File: config.mk
export PLATFORM = sky130hd
export DESIGN_NAME = mfa_fault_alert
export DESIGN_NICKNAME = d
export VERILOG_FILES = /design/src/rtl/mfa_pkg.sv /design/src/rtl/mfa_fault_alert.sv
export SDC_FILE = /design/constraint.sdc
export NUM_CORES = 1
export LEC_CHECK = 0
export ABC_CLOCK_PERIOD_IN_PS = 2200
export BUFFER_PORTS_ARGS = -buffer_cell sky130_fd_sc_hd__buf_4
export CORE_ASPECT_RATIO = 0.7
export CORE_MARGIN = 5
export CORE_UTILIZATION = 48
export DETAILED_ROUTE_END_ITERATION = 8
export PLACE_DENSITY = 0.69
export SLEW_MARGIN = 0
export SYNTH_ARGS = -nofsm -noshare
export SYNTH_HDL_FRONTEND = slang
export SYNTH_SLANG_ARGS = --single-unit
export TNS_END_PERCENT = 50
File: constraint.sdc
create_clock -name ref_clk_i -period 2.2 [get_ports ref_clk_i]
set_input_delay 0.44 -clock ref_clk_i [delete_from_list [all_inputs] [get_ports ref_clk_i]]
set_output_delay 0.44 -clock ref_clk_i [all_outputs]
set_load 0.005 [all_outputs]
File: src/rtl/mfa_pkg.sv
// package for the monitor fault and alert block: register offsets,
// field positions, reset values, temperature modes, carrier structs.
// assumes a register port of byte offset, strobes and 8-bit data.
// Overview of operation
// - status bits 0-3 are rail faults, bit 4 temperature, 5-7 reserved zero
// - voltage result below low or above high limit flags fault and alert
// - hot temperature limit resets to 0x50, plus 80 degrees
// - temperature hysteresis limit resets to 0x41, plus 65 degrees
// - voltage limits reset to 1.1 and 0.9 times nominal code
// - status register resets to zero, read only, read may clear it
// - mask bit one suppresses that flag and its alert; mask resets zero
// - temperature config bits 1:0 pick default, one-time, comparator modes
// - default and one-time modes: status read clears flags and alert
// - comparator mode: alert releases only when temperature fault disappears
// - read while temperature fault persists clears all but bit 4
// - read after fault is gone clears every flag
// - persisting fault reasserts alert at next completed conversion
// - configuration bit 1 low holds alert inactive
// - alerts never stop measurement; results keep updating and readable
// - alert line is only pulled low or released, never driven high
// - temperature above hot limit starts a temperature interrupt in all modes
// - default mode re-raises on each measurement until below hysteresis
// - one-time mode: after clear, next interrupt when below hysteresis
// - comparator mode holds alert low while temperature above hot
// - config bit 3 releases alert, keeps status, and halts monitoring
package mfa_pkg;
  localparam logic [7:0] OFS_CONFIG = 8'h40;
  localparam logic [7:0] OFS_FAULT_FLAGS = 8'h41;
  localparam logic [7:0] OFS_FAULT_MASK = 8'h43;
  localparam logic [7:0] OFS_TEMP_BEHAV = 8'h4b;
  localparam logic [7:0] OFS_TEMP_HOT = 8'h39;
  localparam logic [7:0] OFS_TEMP_HYST = 8'h3a;
  localparam logic [7:0] OFS_VLIM_FIRST = 8'h2b;
  localparam logic [7:0] OFS_VLIM_LAST = 8'h32;
  localparam logic [7:0] OFS_VRES_FIRST = 8'h20;
  localparam logic [7:0] OFS_TRES = 8'h27;
  localparam int NUM_RAILS = 4;
  localparam int FLAG_TEMP = 4;
  localparam int CFG_START = 0;
  localparam int CFG_ALERT_EN = 1;
  localparam int CFG_ALERT_CLR = 3;
  localparam int CFG_SOFT_RST = 7;
  localparam logic [7:0] RST_CONFIG = 8'h08;
  localparam logic [7:0] RST_ZERO = 8'h00;
  localparam logic [7:0] RST_TEMP_HOT = 8'h50;
  localparam logic [7:0] RST_TEMP_HYST = 8'h41;
  // nominal code is 192; 1.1x gives 211, 0.9x gives 172 (8-bit codes)
  localparam logic [7:0] RST_VOLTAGE_HIGH_LIMIT = 8'hd3;
  localparam logic [7:0] RST_VOLTAGE_LOW_LIMIT = 8'hac;
  localparam logic [7:0] FLAGS_USED = 8'h1f;
  localparam logic [7:0] BEHAV_USED = 8'h03;
  localparam logic [7:0] CONFIG_USED = 8'hbb;

  typedef enum logic [1:0] {
    MFA_MODE_DEFAULT = 2'b00,
    MFA_MODE_ONETIME = 2'b01,
    MFA_MODE_COMPARATOR = 2'b10,
    MFA_MODE_DEFAULT2 = 2'b11
  } mfa_mode_t;

  typedef struct packed {
    logic [7:0] voltage_high_limit;
    logic [7:0] voltage_low_limit;
  } mfa_vlim_t;

  typedef struct packed {
    logic [7:0] config_r;
    logic [7:0] fault_flags;
    logic [7:0] fault_source_mask;
    logic [7:0] temp_irq_behaviour;
    logic [7:0] temp_hot;
    logic [7:0] temp_hyst;
    mfa_vlim_t [NUM_RAILS-1:0] vlim;
    logic [NUM_RAILS-1:0][7:0] vres;
    logic [7:0] tres;
    logic temp_armed_hot;
    logic temp_cmp_fault;
    logic [7:0] rdata;
    logic rvalid;
  } mfa_state_t;
endpackage

File: src/rtl/mfa_fault_alert.sv
// monitor fault flags and open-drain alert output.
// assumes results arrive with a one-cycle conv_done_i pulse from the
// sequencer on ref_clk_i, and the register port on the same clock.
`timescale 1ns/1ps
module mfa_fault_alert (
  input wire logic ref_clk_i,
  input wire logic rst_i,
  input wire logic [7:0] reg_addr_i,
  input wire logic reg_wr_i,
  input wire logic reg_rd_i,
  input wire logic [7:0] reg_wdata_i,
  output logic [7:0] reg_rdata_o,
  output logic reg_rvalid_o,
  input wire logic conv_done_i,
  input wire logic [31:0] rail_result_i,
  input wire logic [7:0] temp_result_i,
  output logic monitor_run_o,
  input wire logic alert_n_i,
  output logic alert_n_o,
  output logic alert_oe_o
);
  mfa_pkg::mfa_state_t s_r, s_nxt;
  logic [mfa_pkg::NUM_RAILS-1:0] rail_bad;
  logic temp_over_hot, temp_under_hyst, running, rd_flags, temp_evt;
  logic [7:0] new_flags, rd_mux;
  mfa_pkg::mfa_mode_t mode;

  genvar g;
  generate
    for (g = 0; g < mfa_pkg::NUM_RAILS; g++) begin : g_rail
      assign rail_bad[g] = rail_result_i[8*g +: 8] <
          s_r.vlim[g].voltage_low_limit ||
          rail_result_i[8*g +: 8] > s_r.vlim[g].voltage_high_limit;
    end
  endgenerate

  assign mode = mfa_pkg::mfa_mode_t'(s_r.temp_irq_behaviour[1:0]);
  assign temp_over_hot = $signed(temp_result_i) >
      $signed(s_r.temp_hot);
  assign temp_under_hyst = $signed(temp_result_i) < $signed(s_r.temp_hyst);
  // monitoring halts when stopped or while the alert clear bit is set
  assign running = s_r.config_r[mfa_pkg::CFG_START] &&
      !s_r.config_r[mfa_pkg::CFG_ALERT_CLR];
  assign rd_flags = reg_rd_i && reg_addr_i == mfa_pkg::OFS_FAULT_FLAGS;

  always_comb begin
    rd_mux = mfa_pkg::RST_ZERO;
    case (reg_addr_i)
      mfa_pkg::OFS_CONFIG: rd_mux = s_r.config_r;
      mfa_pkg::OFS_FAULT_FLAGS: rd_mux = s_r.fault_flags;
      mfa_pkg::OFS_FAULT_MASK: rd_mux = s_r.fault_source_mask;
      mfa_pkg::OFS_TEMP_BEHAV: rd_mux = s_r.temp_irq_behaviour;
      mfa_pkg::OFS_TEMP_HOT: rd_mux = s_r.temp_hot;
      mfa_pkg::OFS_TEMP_HYST: rd_mux = s_r.temp_hyst;
      mfa_pkg::OFS_TRES: rd_mux = s_r.tres;
      default: begin
        for (int i = 0; i < mfa_pkg::NUM_RAILS; i++) begin
          if (reg_addr_i == mfa_pkg::OFS_VLIM_FIRST + 8'(2*i))
            rd_mux = s_r.vlim[i].voltage_high_limit;
          if (reg_addr_i == mfa_pkg::OFS_VLIM_FIRST + 8'(2*i+1))
            rd_mux = s_r.vlim[i].voltage_low_limit;
          if (reg_addr_i == mfa_pkg::OFS_VRES_FIRST + 8'(i))
            rd_mux = s_r.vres[i];
        end
      end
    endcase
  end

  always_comb begin
    s_nxt = s_r;
    s_nxt.rvalid = reg_rd_i;
    s_nxt.rdata = reg_rd_i ? rd_mux : s_r.rdata;
    new_flags = mfa_pkg::RST_ZERO;
    temp_evt = 1'b0;
    if (conv_done_i && running) begin
      s_nxt.vres = rail_result_i;
      s_nxt.tres = temp_result_i;
      new_flags[mfa_pkg::NUM_RAILS-1:0] = rail_bad;
      case (mode)
        mfa_pkg::MFA_MODE_ONETIME: begin
          // armed for hot; after a hot event the next event is on cooling
          if (s_r.temp_armed_hot && temp_over_hot) begin
            temp_evt = 1'b1;
            s_nxt.temp_armed_hot = 1'b0;
          end else if (!s_r.temp_armed_hot && temp_under_hyst) begin
            temp_evt = 1'b1;
            s_nxt.temp_armed_hot = 1'b1;
          end
        end
        mfa_pkg::MFA_MODE_COMPARATOR: begin
          temp_evt = temp_over_hot;
          s_nxt.temp_cmp_fault = temp_over_hot;
          s_nxt.temp_armed_hot = 1'b1;
        end
        default: begin
          // hot sets the fault, which repeats until below hysteresis
          if (temp_over_hot)
            s_nxt.temp_cmp_fault = 1'b1;
          else if (temp_under_hyst)
            s_nxt.temp_cmp_fault = 1'b0;
          temp_evt = temp_over_hot ||
              (s_r.temp_cmp_fault && !temp_under_hyst);
          s_nxt.temp_armed_hot = 1'b1;
        end
      endcase
      new_flags[mfa_pkg::FLAG_TEMP] = temp_evt;
      new_flags = new_flags & ~s_r.fault_source_mask;
    end
    if (mode != mfa_pkg::MFA_MODE_COMPARATOR)
      s_nxt.temp_cmp_fault = s_nxt.temp_cmp_fault &&
          mode != mfa_pkg::MFA_MODE_ONETIME;
    if (rd_flags) begin
      // temperature bit survives a read only in comparator mode
      if (mode == mfa_pkg::MFA_MODE_COMPARATOR && s_r.temp_cmp_fault)
        s_nxt.fault_flags = s_r.fault_flags &
            (8'h01 << mfa_pkg::FLAG_TEMP);
      else
        s_nxt.fault_flags = mfa_pkg::RST_ZERO;
    end
    // a new event in the read cycle wins over the clear
    s_nxt.fault_flags = (s_nxt.fault_flags | new_flags) &
        mfa_pkg::FLAGS_USED;
    if (reg_wr_i) begin
      case (reg_addr_i)
        mfa_pkg::OFS_CONFIG:
          s_nxt.config_r = reg_wdata_i & mfa_pkg::CONFIG_USED;
        mfa_pkg::OFS_FAULT_MASK:
          s_nxt.fault_source_mask = reg_wdata_i & mfa_pkg::FLAGS_USED;
        mfa_pkg::OFS_TEMP_BEHAV:
          s_nxt.temp_irq_behaviour = reg_wdata_i & mfa_pkg::BEHAV_USED;
        mfa_pkg::OFS_TEMP_HOT: s_nxt.temp_hot = reg_wdata_i;
        mfa_pkg::OFS_TEMP_HYST: s_nxt.temp_hyst = reg_wdata_i;
        default: begin
          for (int i = 0; i < mfa_pkg::NUM_RAILS; i++) begin
            if (reg_addr_i == mfa_pkg::OFS_VLIM_FIRST + 8'(2*i))
              s_nxt.vlim[i].voltage_high_limit = reg_wdata_i;
            if (reg_addr_i == mfa_pkg::OFS_VLIM_FIRST + 8'(2*i+1))
              s_nxt.vlim[i].voltage_low_limit = reg_wdata_i;
          end
        end
      endcase
    end
  end

  always_ff @(posedge ref_clk_i) begin
    if (rst_i || s_r.config_r[mfa_pkg::CFG_SOFT_RST]) begin
      s_r <= '0;
      s_r.config_r <= mfa_pkg::RST_CONFIG;
      s_r.temp_hot <= mfa_pkg::RST_TEMP_HOT;
      s_r.temp_hyst <= mfa_pkg::RST_TEMP_HYST;
      s_r.temp_armed_hot <= 1'b1;
      for (int i = 0; i < mfa_pkg::NUM_RAILS; i++) begin
        s_r.vlim[i].voltage_high_limit <= mfa_pkg::RST_VOLTAGE_HIGH_LIMIT;
        s_r.vlim[i].voltage_low_limit <= mfa_pkg::RST_VOLTAGE_LOW_LIMIT;
      end
    end else begin
      s_r <= s_nxt;
    end
  end

  logic alert_act;
  logic [7:0] flag_alert_sel;
  // in comparator mode the sticky temperature flag does not hold the line;
  // the live fault does, so the line is released as soon as it goes away
  assign flag_alert_sel = (mode == mfa_pkg::MFA_MODE_COMPARATOR) ?
      ~(8'h01 << mfa_pkg::FLAG_TEMP) : mfa_pkg::FLAGS_USED;
  // clear bit releases the line but leaves the flags untouched
  assign alert_act = s_r.config_r[mfa_pkg::CFG_ALERT_EN] &&
      !s_r.config_r[mfa_pkg::CFG_ALERT_CLR] &&
      (|(s_r.fault_flags & ~s_r.fault_source_mask & flag_alert_sel) ||
       (mode == mfa_pkg::MFA_MODE_COMPARATOR && s_r.temp_cmp_fault &&
        !s_r.fault_source_mask[mfa_pkg::FLAG_TEMP]));
  // open drain: only ever drive low
  assign alert_n_o = 1'b0;
  assign alert_oe_o = alert_act;
  assign reg_rdata_o = s_r.rdata;
  assign reg_rvalid_o = s_r.rvalid;
  assign monitor_run_o = running;
endmodule // mfa_fault_alert

Yosys cells after proc, flatten, opt, wreduce, memory -nomap -nowiden
Cells that the tools add are included.
W data, S select, Z words.
{ "totals": {"register_bits": 149, "input_bits": 62, "output_inout_bits": 12, "elab_cells": 130} }
{ "op_classes": {"n_lt_le_gt_ge": 10, "eq_ne": 24, "muxes": 29, "bitwise": 6, "n_reduce_logical": 38} }
{ "ops": {"columns": ["operator", "count"], "rows": [
  ["$eq A8 B6 Y1 const B", 15],
  ["$mux W8", 13],
  ["$pmux W8 S7", 1],
  ["$gt A8 B8 Y1", 5],
  ["$lt A8 B8 Y1", 5],
  ["$eq A8 B7 Y1 const B", 4],
  ["$reduce_and A3 Y1", 8],
  ["$mux W5", 3],
  ["$reduce_and A2 Y1", 6],
  ["$logic_and A1 B1 Y1", 11],
  ["$mux W1", 10],
  ["$and A5 B8 Y8", 1],
  ["$and A8 B8 Y8", 1],
  ["$not A5 Y8", 1],
  ["$reduce_or A8 Y1", 1],
  ["$logic_or A1 B1 Y1", 7],
  ["$and A5 B5 Y5", 1],
  ["$or A5 B5 Y5", 1],
  ["$reduce_or A5 Y1", 1],
  ["$logic_not A1 Y1", 4],
  ["$pmux W1 S2", 2],
  ["$ne A3 B3 Y1 const B", 1],
  ["$eq A2 B1 Y1 const B", 1],
  ["$eq A2 B2 Y1 const B", 1],
  ["other kinds (3)", 3]
]} }

Longest topological paths before layout
Gate-level depths: netlist of run 1.
{ "depth": {"depth_word": 14, "depth_mapped": 10, "mapped_depth_nobuf": 8} }

Worst setup path after synthesis of run 1
No wires, ideal clock.
{ "synth_path": {"path_type": "input -> register", "start": "input port reg_addr_i[3]", "end": "register s_r, in the netlist reg_rdata_o[7]", "setup_time_ns": 0.134, "arrival_ns": 2.158, "setup_slack_ns": -0.092, "path_stages": 8, "n_path_buf": 2, "cell_sequence": "clkbuf_1 or4b_2 buf_2 o22ai_1 a222oi_1 a21boi_1 a2111oi_2 a2111oi_2"} }
{ "synth_between": {"elab_chain_len": 14} }
{ "synth_lines": {"columns": ["element", "line_no", "rtl"], "rows": [
  ["start: declaration", "mfa_fault_alert.sv:8", "input wire logic [7:0] reg_addr_i,"],
  ["$eq A8 B6 Y1", "mfa_fault_alert.sv:58", "if (reg_addr_i == mfa_pkg::OFS_VLIM_FIRST + 8'(2*i))"],
  ["$mux W8", "mfa_fault_alert.sv:58", null],
  ["$mux W8", "mfa_fault_alert.sv:60", "if (reg_addr_i == mfa_pkg::OFS_VLIM_FIRST + 8'(2*i+1))"],
  ["$mux W8", "mfa_fault_alert.sv:62", "if (reg_addr_i == mfa_pkg::OFS_VRES_FIRST + 8'(i))"],
  ["$mux W8", "mfa_fault_alert.sv:58", null],
  ["$mux W8", "mfa_fault_alert.sv:60", null],
  ["$mux W8", "mfa_fault_alert.sv:62", null],
  ["$mux W8", "mfa_fault_alert.sv:58", null],
  ["$mux W8", "mfa_fault_alert.sv:60", null],
  ["$mux W8", "mfa_fault_alert.sv:62", null],
  ["$mux W8", "mfa_fault_alert.sv:58", null],
  ["$mux W8", "mfa_fault_alert.sv:60", null],
  ["$mux W8", "mfa_fault_alert.sv:62", null],
  ["$pmux W8 S7 *", "mfa_fault_alert.sv:48", "case (reg_addr_i)"],
  ["end signal: assignment", "mfa_fault_alert.sv:157", "s_r <= s_nxt;"],
  ["end: declaration", "mfa_fault_alert.sv:22", "mfa_pkg::mfa_state_t s_r, s_nxt;"]
]} }
Mark *: on every way between the ends. The rest lies on a longest branch, timed or not.
A chain may end at the register's enable or synchronous reset.

Final worst setup path of run 1
{ "layout_path": {"start": "register s_r, in the netlist mode[0]", "end": "output port alert_oe_o"} }
{ "layout_between": {"elab_chain_len": 6} }
{ "layout_lines": {"columns": ["element", "line_no", "rtl"], "rows": [
  ["$eq A2 B2 Y1 *", "mfa_fault_alert.sv:165, mfa_fault_alert.sv:171", null],
  ["$mux W8", "mfa_fault_alert.sv:165", "assign flag_alert_sel = (mode == mfa_pkg::MFA_MODE_COMPARATOR) ?"],
  ["$and A8 B8 Y8", "mfa_fault_alert.sv:170", "(|(s_r.fault_flags & ~s_r.fault_source_mask & flag_alert_sel) ||"],
  ["$reduce_or A8 Y1", "mfa_fault_alert.sv:170", null],
  ["$logic_or A1 B1 Y1 *", "mfa_fault_alert.sv:170", null],
  ["$logic_and A1 B1 Y1 *", "mfa_fault_alert.sv:169", "!s_r.config_r[mfa_pkg::CFG_ALERT_CLR] &&"],
  ["end: declaration", "mfa_fault_alert.sv:20", "output logic alert_oe_o"]
]} }
Marked as above.

==> results of run 1 <==
-- cell type report --
class	instances	share of cell area, %
Clock buffer	22	4.053
Clock inverter	9	1.322
Inverter	92	3.015
Multi-Input combinational cell	822	49.56
Sequential cell	149	26.05
Tap cell	264	2.884
Timing Repair Buffer	195	13.11
-- registers in the layout, indices dropped and copies added (netlist names) --
signal	count
s_r	138
mode	2
reg_rdata_o	8
reg_rvalid_o	1
-- cell usage in the layout, fill, tap and decap left out, drive strengths merged, types with 13 or more instances in the layout --
cell type    n
buf        195
nand2      182
dfxtp      149
inv         92
ha          77
mux2i       76
a21oi       75
nor2        68
o21ai       52
nand3       48
clkbuf      22
o22ai       20
a21o        18
o21a        16
a31oi       13
-- cells in the mapped netlist (18+ instances only) --
master and instances:
nor2_1 67, clkbuf_1 49, dfxtp_1 149, nand3_1 43
o22ai_1 20, a21o_1 18, a21oi_1 75, nand2_1 179
mux2i_1 76, ha_1 77, inv_1 92, o21ai_0 51
-- logic make-up (layout without fill, tap and decap cells) --
kind of cell / Yosys count / count (layout) / share of synthesized area [%]
adder cells (fa/ha/maj): 77 / 77 / 10.34
flip-flops: 149 / 149 / 32.00
AO/OA/AOI/OAI: 282 / 282 / 20.54
multiplexers: 79 / 79 / 8.523
other: 1 / 1 / 0.04023
buffers and inverters: 172 / 318 / 7.758
AND/OR/NAND/NOR: 383 / 383 / 20.81
-- worst max-delay path, stage by stage (launching register included) --
cell and delay, ns:
dfxtp_2 0.33, inv_1 0.07, ha_4 0.17, nand2b_1 0.15, a21oi_2 0.13, nor3_1 0.07
nor3b_2 0.19, buf_4 0.14
-- stage by stage --
| stage | hold WS [ns] | worst slack, ns | setup TNS (ns) | power [uW] | util, % |
|---|---|---|---|---|---|
| after floorplan | 0.4315 | -0.03103 | -0.1935 | 3132 | - |
| after global placement | 0.4424 | -0.2712 | -16.04 | 3479 | 56.81 |
| after detailed placement | 0.4490 | -0.2897 | -18.19 | 3489 | 56.81 |
| after CTS | 0.2651 | 0.0008020 | 0 | 6572 | 60.12 |
| after global routing | 0.2731 | -0.007985 | -0.007985 | 6773 | 60.37 |
| final | 0.2665 | 0.07601 | 0 | 6582 | 60.37 |
-- path summary, 6_finish.rpt --
kind	to	slack, ns	cells after the start
worst max-delay path	alert_oe_o	0.08	7
worst min-delay path	s_r[19]	0.27	3
worst min register to register	s_r[49]	0.46	2
worst max register to register	s_r[9]	0.14	8
-- power by group --
part | switching, uW | internal [uW] | leakage, uW
logic | 431 | 315 | 0.00387
clock network | 1180 | 1950 | 0.000300
registers | 5.22 | 2700 | 0.00120
total | 1610 | 4970 | 0.00537
-- routing by layer --
layer  track usage, %  up-vias  wire length, um
li1                 -     4301                -
met1            40.46     4374            14590
met2            40.11      415            13300
met3            4.164       48             2570
met4            8.731        0              731
met5                0        -                0
-- repair_timing --
item,in CTS,in global routing
pin swaps,2,3
buffers inserted,0,1
cloned,0,0
setup endpoints to repair,3,5
resized for setup,5,7
==> flow_metrics.tcl, run 1 <==
set metrics [dict create \
    std_cell_rows 42 \
    drtIter0Drc 1008 \
    syn_to_final_growth_pct 22.87 \
    htree_levels 4 \
    finClkSkew_ns 0.009271 \
    report.final.slew_viol_count 0 \
    grt_pass1_vias 8352 \
    numCtsBuffers 17 \
    synth_edf_count 0 \
    fin_crit_ns 2.124 \
    grt_pass1_wl_mm 47.32 \
    multi_input_area_sq_um 5677 \
    ir_drop_mv 0.3793 \
    syn-cell-area_sq_um 9321 \
    crit_type "reg -> out" \
    cp_max_fo 5 \
    final_nets 1416 \
    synth.area.top_cells "dfxtp_1 32%, ha_1 10%, mux2i_1 8.2%" \
    cp-end-kind "output pin" \
    ant_nets 0 \
    drive_gt1_share_pct 21.18 \
    final_cells 1553 \
    required_ns 1.76 \
    dieArea_sq_um 22350 \
    dp_hpwl_mm 23.20 \
    max_freq_mhz 470.8 \
    dp_cells 1521 \
    core-area_sq_um 18970 \
    setup_viol 0 \
    grt_max_degree 58 \
    chipWidth_um 176.6 \
    drc 0 \
    wire_per_inst_um 20.09 \
    synth_nets 1282 \
    syn_inst 1143 \
    path_clk_slew_ns 0.06 \
    placed_area_sq_um 10780 \
    cts_tree "built" \
    worst_hold_path_type "in -> reg" \
    die_y_um 126.6 \
    worstSetupStartpoint "mode[0]" \
    ys.warnings.count 0 \
    vias 9138 \
    clock-sinks 149 \
    r2r_start "s_r[119]" \
    rsz0062_at_grt "yes" \
    max_slew.worst_pin.slew_ns 0.6542 \
    drt-total-wl_mm 31.19 \
    p_leak_uw 0.005371 \
    outcome "finished, final reports clean" \
    ys_seq_elements 149 \
    ios 74 \
    cts-hold-fix-buffers 0 \
    start_kind "flop" \
    synth_cell_types 86 \
    synth_top_cell_by_area "dfxtp_1" \
    insertion_delay_ns 0.43 \
    clock_tree.root_cell "clkbuf_16" \
    synthFlopType "dfxtp_1" \
    clockBufferDepth 2 \
    start_util_pct 49.14 \
    post-route-cell-area_sq_um 11450 \
    antenna_found_initial 0 \
    async_flop_share_pct 0 \
    yosysSeqAreaShare_pct 32.00 \
    final_hold_viol_count 0 \
    vias_per_cell 5.884 \
    drv_cap 0 \
    io_buffers 71 \
    slew_headroom_pct 56.39 \
    fin_crit_sh_pct 96.54 \
    diodes 0 \
    seqCellArea_sq_um 2984 \
    netlist.area_leader.share_pct 32.00 \
    gr-usage-all-layers_pct 27.14 \
    crit_arrival_ns 1.68 \
    n_fill_cell 1739 \
    grt.overflow.total 0 \
    min_from "rail_result_i[0]" \
    first_pass_iters 5 \
    avgSynthCellArea_sq_um 8.155 \
    powerDensity_nw_per_um2 574.7 \
    gp_congestion 0.9394 \
]
Note: power is estimated with default switching activity, not from simulation.
==> run 2: changes to the inputs <==
- ABC_CLOCK_PERIOD_IN_PS: 2200 -> 2250
- HOLD_SLACK_MARGIN: not set -> 0.08
- PLACE_DENSITY: 0.69 -> 0.66
- clock period: 2.2 -> 2.25 ns (I/O delays scaled with it)
==> run 2 against run 1 <==
  * Hold slack better by 0.0089 ns
  * Sequential share of layout area up 0.41 points
  * Via count down 2.5%
  * Clock skew down 0.0012 ns
  * Highest routed layer is now met5
  * Global-route usage up 0.64 points
  * Clock-buffer cell count down 3
==> flow_metrics.tcl, run 2 (same netlist as run 1, synthesis figures left out) <==
set metrics [dict create \
    outcome "finished, final reports clean" \
    seqCellArea_sq_um 2987 \
    die_y_um 126.6 \
    crit_type "in -> reg" \
    cp-end-kind "flop" \
    drv_cap 0 \
    placed_area_sq_um 10680 \
    crit_arrival_ns 2.52 \
    clock_tree.root_cell "clkbuf_16" \
    p_int_uw 4480 \
    drt-total-wl_mm 31.43 \
    clockBufferDepth 2 \
    ir_drop_mv 0.4628 \
    final_hold_viol_count 0 \
    gr-usage-all-layers_pct 27.77 \
    syn_to_final_growth_pct 21.06 \
    gp_congestion 0.9242 \
    pwr-share-seq_pct 43.5 \
    report.final.slew_viol_count 0 \
    first_pass_iters 6 \
    antenna_found_initial 1 \
    whs_ns 0.2754 \
    layout_common_cells "181 x buf_4, 178 x nand2_1, 146 x dfxtp_1, 91 x inv_1" \
    cts-hold-fix-buffers 0 \
    drtIter0Drc 1115 \
    htree_levels 4 \
    max_slew.worst_pin.slew_ns 0.6187 \
    std_cell_rows 42 \
    vias 8909 \
    max_freq_mhz 462.9 \
    grt_pass1_vias 8394 \
    vias_per_cell 5.778 \
    post-route-cell-area_sq_um 11280 \
    grt_max_degree 55 \
    insertion_delay_ns 0.44 \
    diodes 0 \
    finClkSkew_ns 0.008047 \
    path_clk_slew_ns 0.07 \
    multi_input_area_sq_um 5670 \
    dieArea_sq_um 22350 \
    rsz0062_at_grt "no" \
    slew_headroom_pct 58.65 \
    io_buffers 71 \
    wire_per_inst_um 20.38 \
    start_kind "input port" \
    combPwrFrac_pct 11.7 \
    ios 74 \
    n_fill_cell 1744 \
    clock-sinks 149 \
    worst_hold_path_type "in -> reg" \
    chipWidth_um 176.6 \
    final_nets 1404 \
    power.switching_uw 1609 \
    core-area_sq_um 18970 \
    ant_nets 0 \
    swShare_pct 26.42 \
    cts_tree "built" \
    regMostFlops "s_r" \
    cp_max_fo 10 \
    dp_hpwl_mm 23.12 \
    p_clk_share_pct 44.8 \
    start_util_pct 49.14 \
    grt_pass1_wl_mm 48.33 \
    numCtsBuffers 17 \
    grt.overflow.total 0 \
    fin_crit_ns 2.160 \
    setup_viol 0 \
    drive_gt1_share_pct 20.89 \
    powerDensity_nw_per_um2 539.6 \
    drc 0 \
    p_leak_uw 0.005276 \
    fin_crit_sh_pct 96.02 \
    largest_register_ffs 138 \
    required_ns 2.61 \
    layout_commonest_cell "buf_4" \
]
-- run 2: worst max-delay path, cell delays in order --
cell and delay (ns):
buf_4 0.11, or4b_1 0.51, buf_4 0.22, buf_4 0.16, a21o_1 0.14, a221o_1 0.28
a31oi_1 0.25, buf_4 0.17, nor4_1 0.05, nor3_1 0.15
-- run 2: path summary, 6_finish.rpt --
check / depth (start not counted) / to / slack [ns] / from
worst min register to register: 2 / s_r[32] / 0.46 / s_r[32]
worst min-delay path: 3 / s_r[25] / 0.28 / rail_result_i[6]
worst max-delay path: 10 / reg_rdata_o[3] / 0.09 / reg_addr_i[4]
worst max register to register: 9 / s_r[9] / 0.19 / s_r[122]
-- run 2: power groups by stage --
stage	clock [uW]	combinational, uW	sequential [uW]
floorplan	0	355	2710
global placement	0	683	2710
detailed placement	0	693	2710
CTS	2750	699	2650
global route	2860	766	2650
finish	2730	714	2650
-- run 2: what timing repair did --
item	in CTS	in global routing
buffers inserted	0	1
setup endpoints to repair	1	7
gates resized for setup	3	12
pin swaps	2	3
-- run 2: layout make-up --
class                   count  area share [%]
multi-input cells         822           50.25
clock buffers              19           3.925
inverters                  92           3.060
well taps                 264           2.927
flip-flops and latches    149           26.47
clock inverters            13          0.9757
repair buffers            183           12.40
-- run 2: metal layers --
metal | track usage, % | routed length (um) | up-vias
li1 | - | - | 4282
met1 | 40.51 | 14870 | 4244
met2 | 41.01 | 13400 | 344
met3 | 6.722 | 2553 | 37
met4 | 7.503 | 592 | 2
met5 | 0 | 9 | -
-- run 2: through the flow --
stage	total power (uW)	instances	utilization, %	TNS [ns]	worst slack, ns
after floorplan	3061	1143	-	0	0.008975
after global placement	3391	1509	56.29	-16.37	-0.2946
after detailed placement	3401	1509	56.29	-18.04	-0.3360
after CTS	6099	1541	59.25	0	0.009741
after global routing	6273	1542	59.48	0	0.01344
final	6089	1542	59.48	0	0.08961
==> run 3: changes to the inputs <==
- CTS_BUF_LIST: not set -> sky130_fd_sc_hd__clkbuf_4 sky130_fd_sc_hd__clkbuf_8 sky130_fd_sc_hd__clkbuf_16
==> run 3 against run 2 <==
  * Core utilization about the same
  * Clock-buffer cell count stayed put
  * Non-clock buffer count is the same
  * Critical path type unchanged
==> flow_metrics.tcl, run 3 (same netlist as run 1, synthesis figures left out) <==
set metrics [dict create \
    drc 0 \
    chipWidth_um 176.6 \
    final_nets 1404 \
    clock-sinks 149 \
    cts-hold-fix-buffers 0 \
    std_cell_rows 42 \
    antenna_found_initial 1 \
    path_clk_slew_ns 0.06 \
    gr-usage-all-layers_pct 27.79 \
    worst_hold_path_type "in -> reg" \
    core-area_sq_um 18970 \
    report.final.slew_viol_count 0 \
    dp_hpwl_mm 23.12 \
    wire_per_inst_um 20.34 \
    pre_cts_ws_ns -0.3360 \
    io_buffers 71 \
    largest_register_ffs 138 \
    finClkSkew_ns 0.01004 \
    first_pass_iters 5 \
    grt_pass1_vias 8391 \
    vias_per_cell 5.783 \
    setup_viol 0 \
    slew_headroom_pct 58.02 \
    grt.overflow.total 0 \
    diodes 0 \
    max_slew.worst_pin.slew_ns 0.6281 \
    drv_cap 0 \
    rsz0062_at_grt "no" \
    die_y_um 126.6 \
    cts_tree "built" \
    start_util_pct 49.14 \
    grt.busiest_layer "met2" \
    n_fill_cell 1744 \
    cp_max_fo 10 \
    numCtsBuffers 17 \
    post-route-util_pct 59.50 \
    drtIter0Drc 1133 \
    dieArea_sq_um 22350 \
    fin_crit_sh_pct 96.79 \
    seqCellArea_sq_um 2987 \
    start_kind "input port" \
    placed_area_sq_um 10680 \
    layout_commonest_cell "buf_4" \
    holdPathStages 3 \
    max_freq_mhz 459.2 \
    grt_use_met1_pct 40.57 \
    final_hold_viol_count 0 \
    layout_common_cells "181 x buf_4, 178 x nand2_1, 146 x dfxtp_1, 91 x inv_1" \
    clock_tree.root_cell "clkbuf_16" \
    outcome "finished, final reports clean" \
    ir_drop_mv 0.4598 \
    drive_gt1_share_pct 20.97 \
    vias 8918 \
    ios 74 \
    clockBufferDepth 2 \
    crit_type "in -> reg" \
    syn_to_final_growth_pct 21.10 \
    ant_nets 0 \
    required_ns 2.61 \
    r2r_cells 9 \
    grt_max_degree 55 \
    tns_ns 0 \
    p_leak_uw 0.005280 \
    htree_levels 4 \
    grtUsageMet3_pct 6.722 \
    crit_arrival_ns 2.54 \
    insertion_delay_ns 0.44 \
    regMostFlops "s_r" \
    met2_usage_pct 40.99 \
    multi_input_area_sq_um 5670 \
    cp-end-kind "flop" \
    grt_pass1_wl_mm 48.35 \
    gp_congestion 0.9242 \
    fin_crit_ns 2.178 \
    powerDensity_nw_per_um2 541.2 \
    drt-total-wl_mm 31.36 \
    layout_setup_ws_ns 0.07226 \
    whs_ns 0.2758 \
    post-route-cell-area_sq_um 11290 \
]
run 3: cell counts in the layout (fill, tap and decap cells not counted):
No cell type changed its count.
run 3: final timing paths:
kind / start / end / slack (ns)
max: reg_addr_i[4] / reg_rdata_o[3] / 0.07
min: rail_result_i[0] / s_r[19] / 0.28
max reg2reg: s_r[122] / s_r[9] / 0.19
min reg2reg: s_r[32] / s_r[32] / 0.46
run 3: layout make-up:
| cell class | count | area share (%) |
|---|---|---|
| multi-input cells | 822 | 50.23 |
| flip-flops and latches | 149 | 26.46 |
| repair buffers | 183 | 12.39 |
| clock buffers | 19 | 3.957 |
| inverters | 92 | 3.059 |
| well taps | 264 | 2.926 |
| clock inverters | 13 | 0.9754 |
run 3: worst max-delay path, stage by stage:
cell	delay (ns)
buf_4	0.11
or4b_1	0.51
buf_4	0.22
buf_4	0.16
a21o_1	0.14
a221o_1	0.29
a31oi_1	0.27
buf_4	0.18
nor4_1	0.05
nor3_1	0.15
run 3: through the flow:
step | instances | power, uW
4_1_cts | 1541 | 6112
5_1_grt | 1542 | 6290
2_1_floorplan | 1143 | 3061
6_report | 1542 | 6110
3_3_place_gp | 1509 | 3391
3_5_place_dp | 1509 | 3401
run 3: routing by layer:
layer	routed length (um)	up-vias	part of all wire, %
li1	-	4284	-
met2	13380	363	43
met4	606	2	1.9
met3	2725	37	8.7
met1	14640	4232	47
met5	9	-	0.029
run 3: what timing repair did:
item                                   in CTS  in global routing
endpoints found under the hold margin       0                  0
pin swaps                                   2                  3
setup endpoints to repair                   1                  7
gates resized for setup                     3                 12
setup buffers                               0                  1
run 3: power by group:
group | total, uW | internal (uW) | switching (uW)
sequential | 2650 | 2640 | 5.06
combinational | 714 | 297 | 416
clock | 2750 | 1550 | 1190
total | 6110 | 4490 | 1620
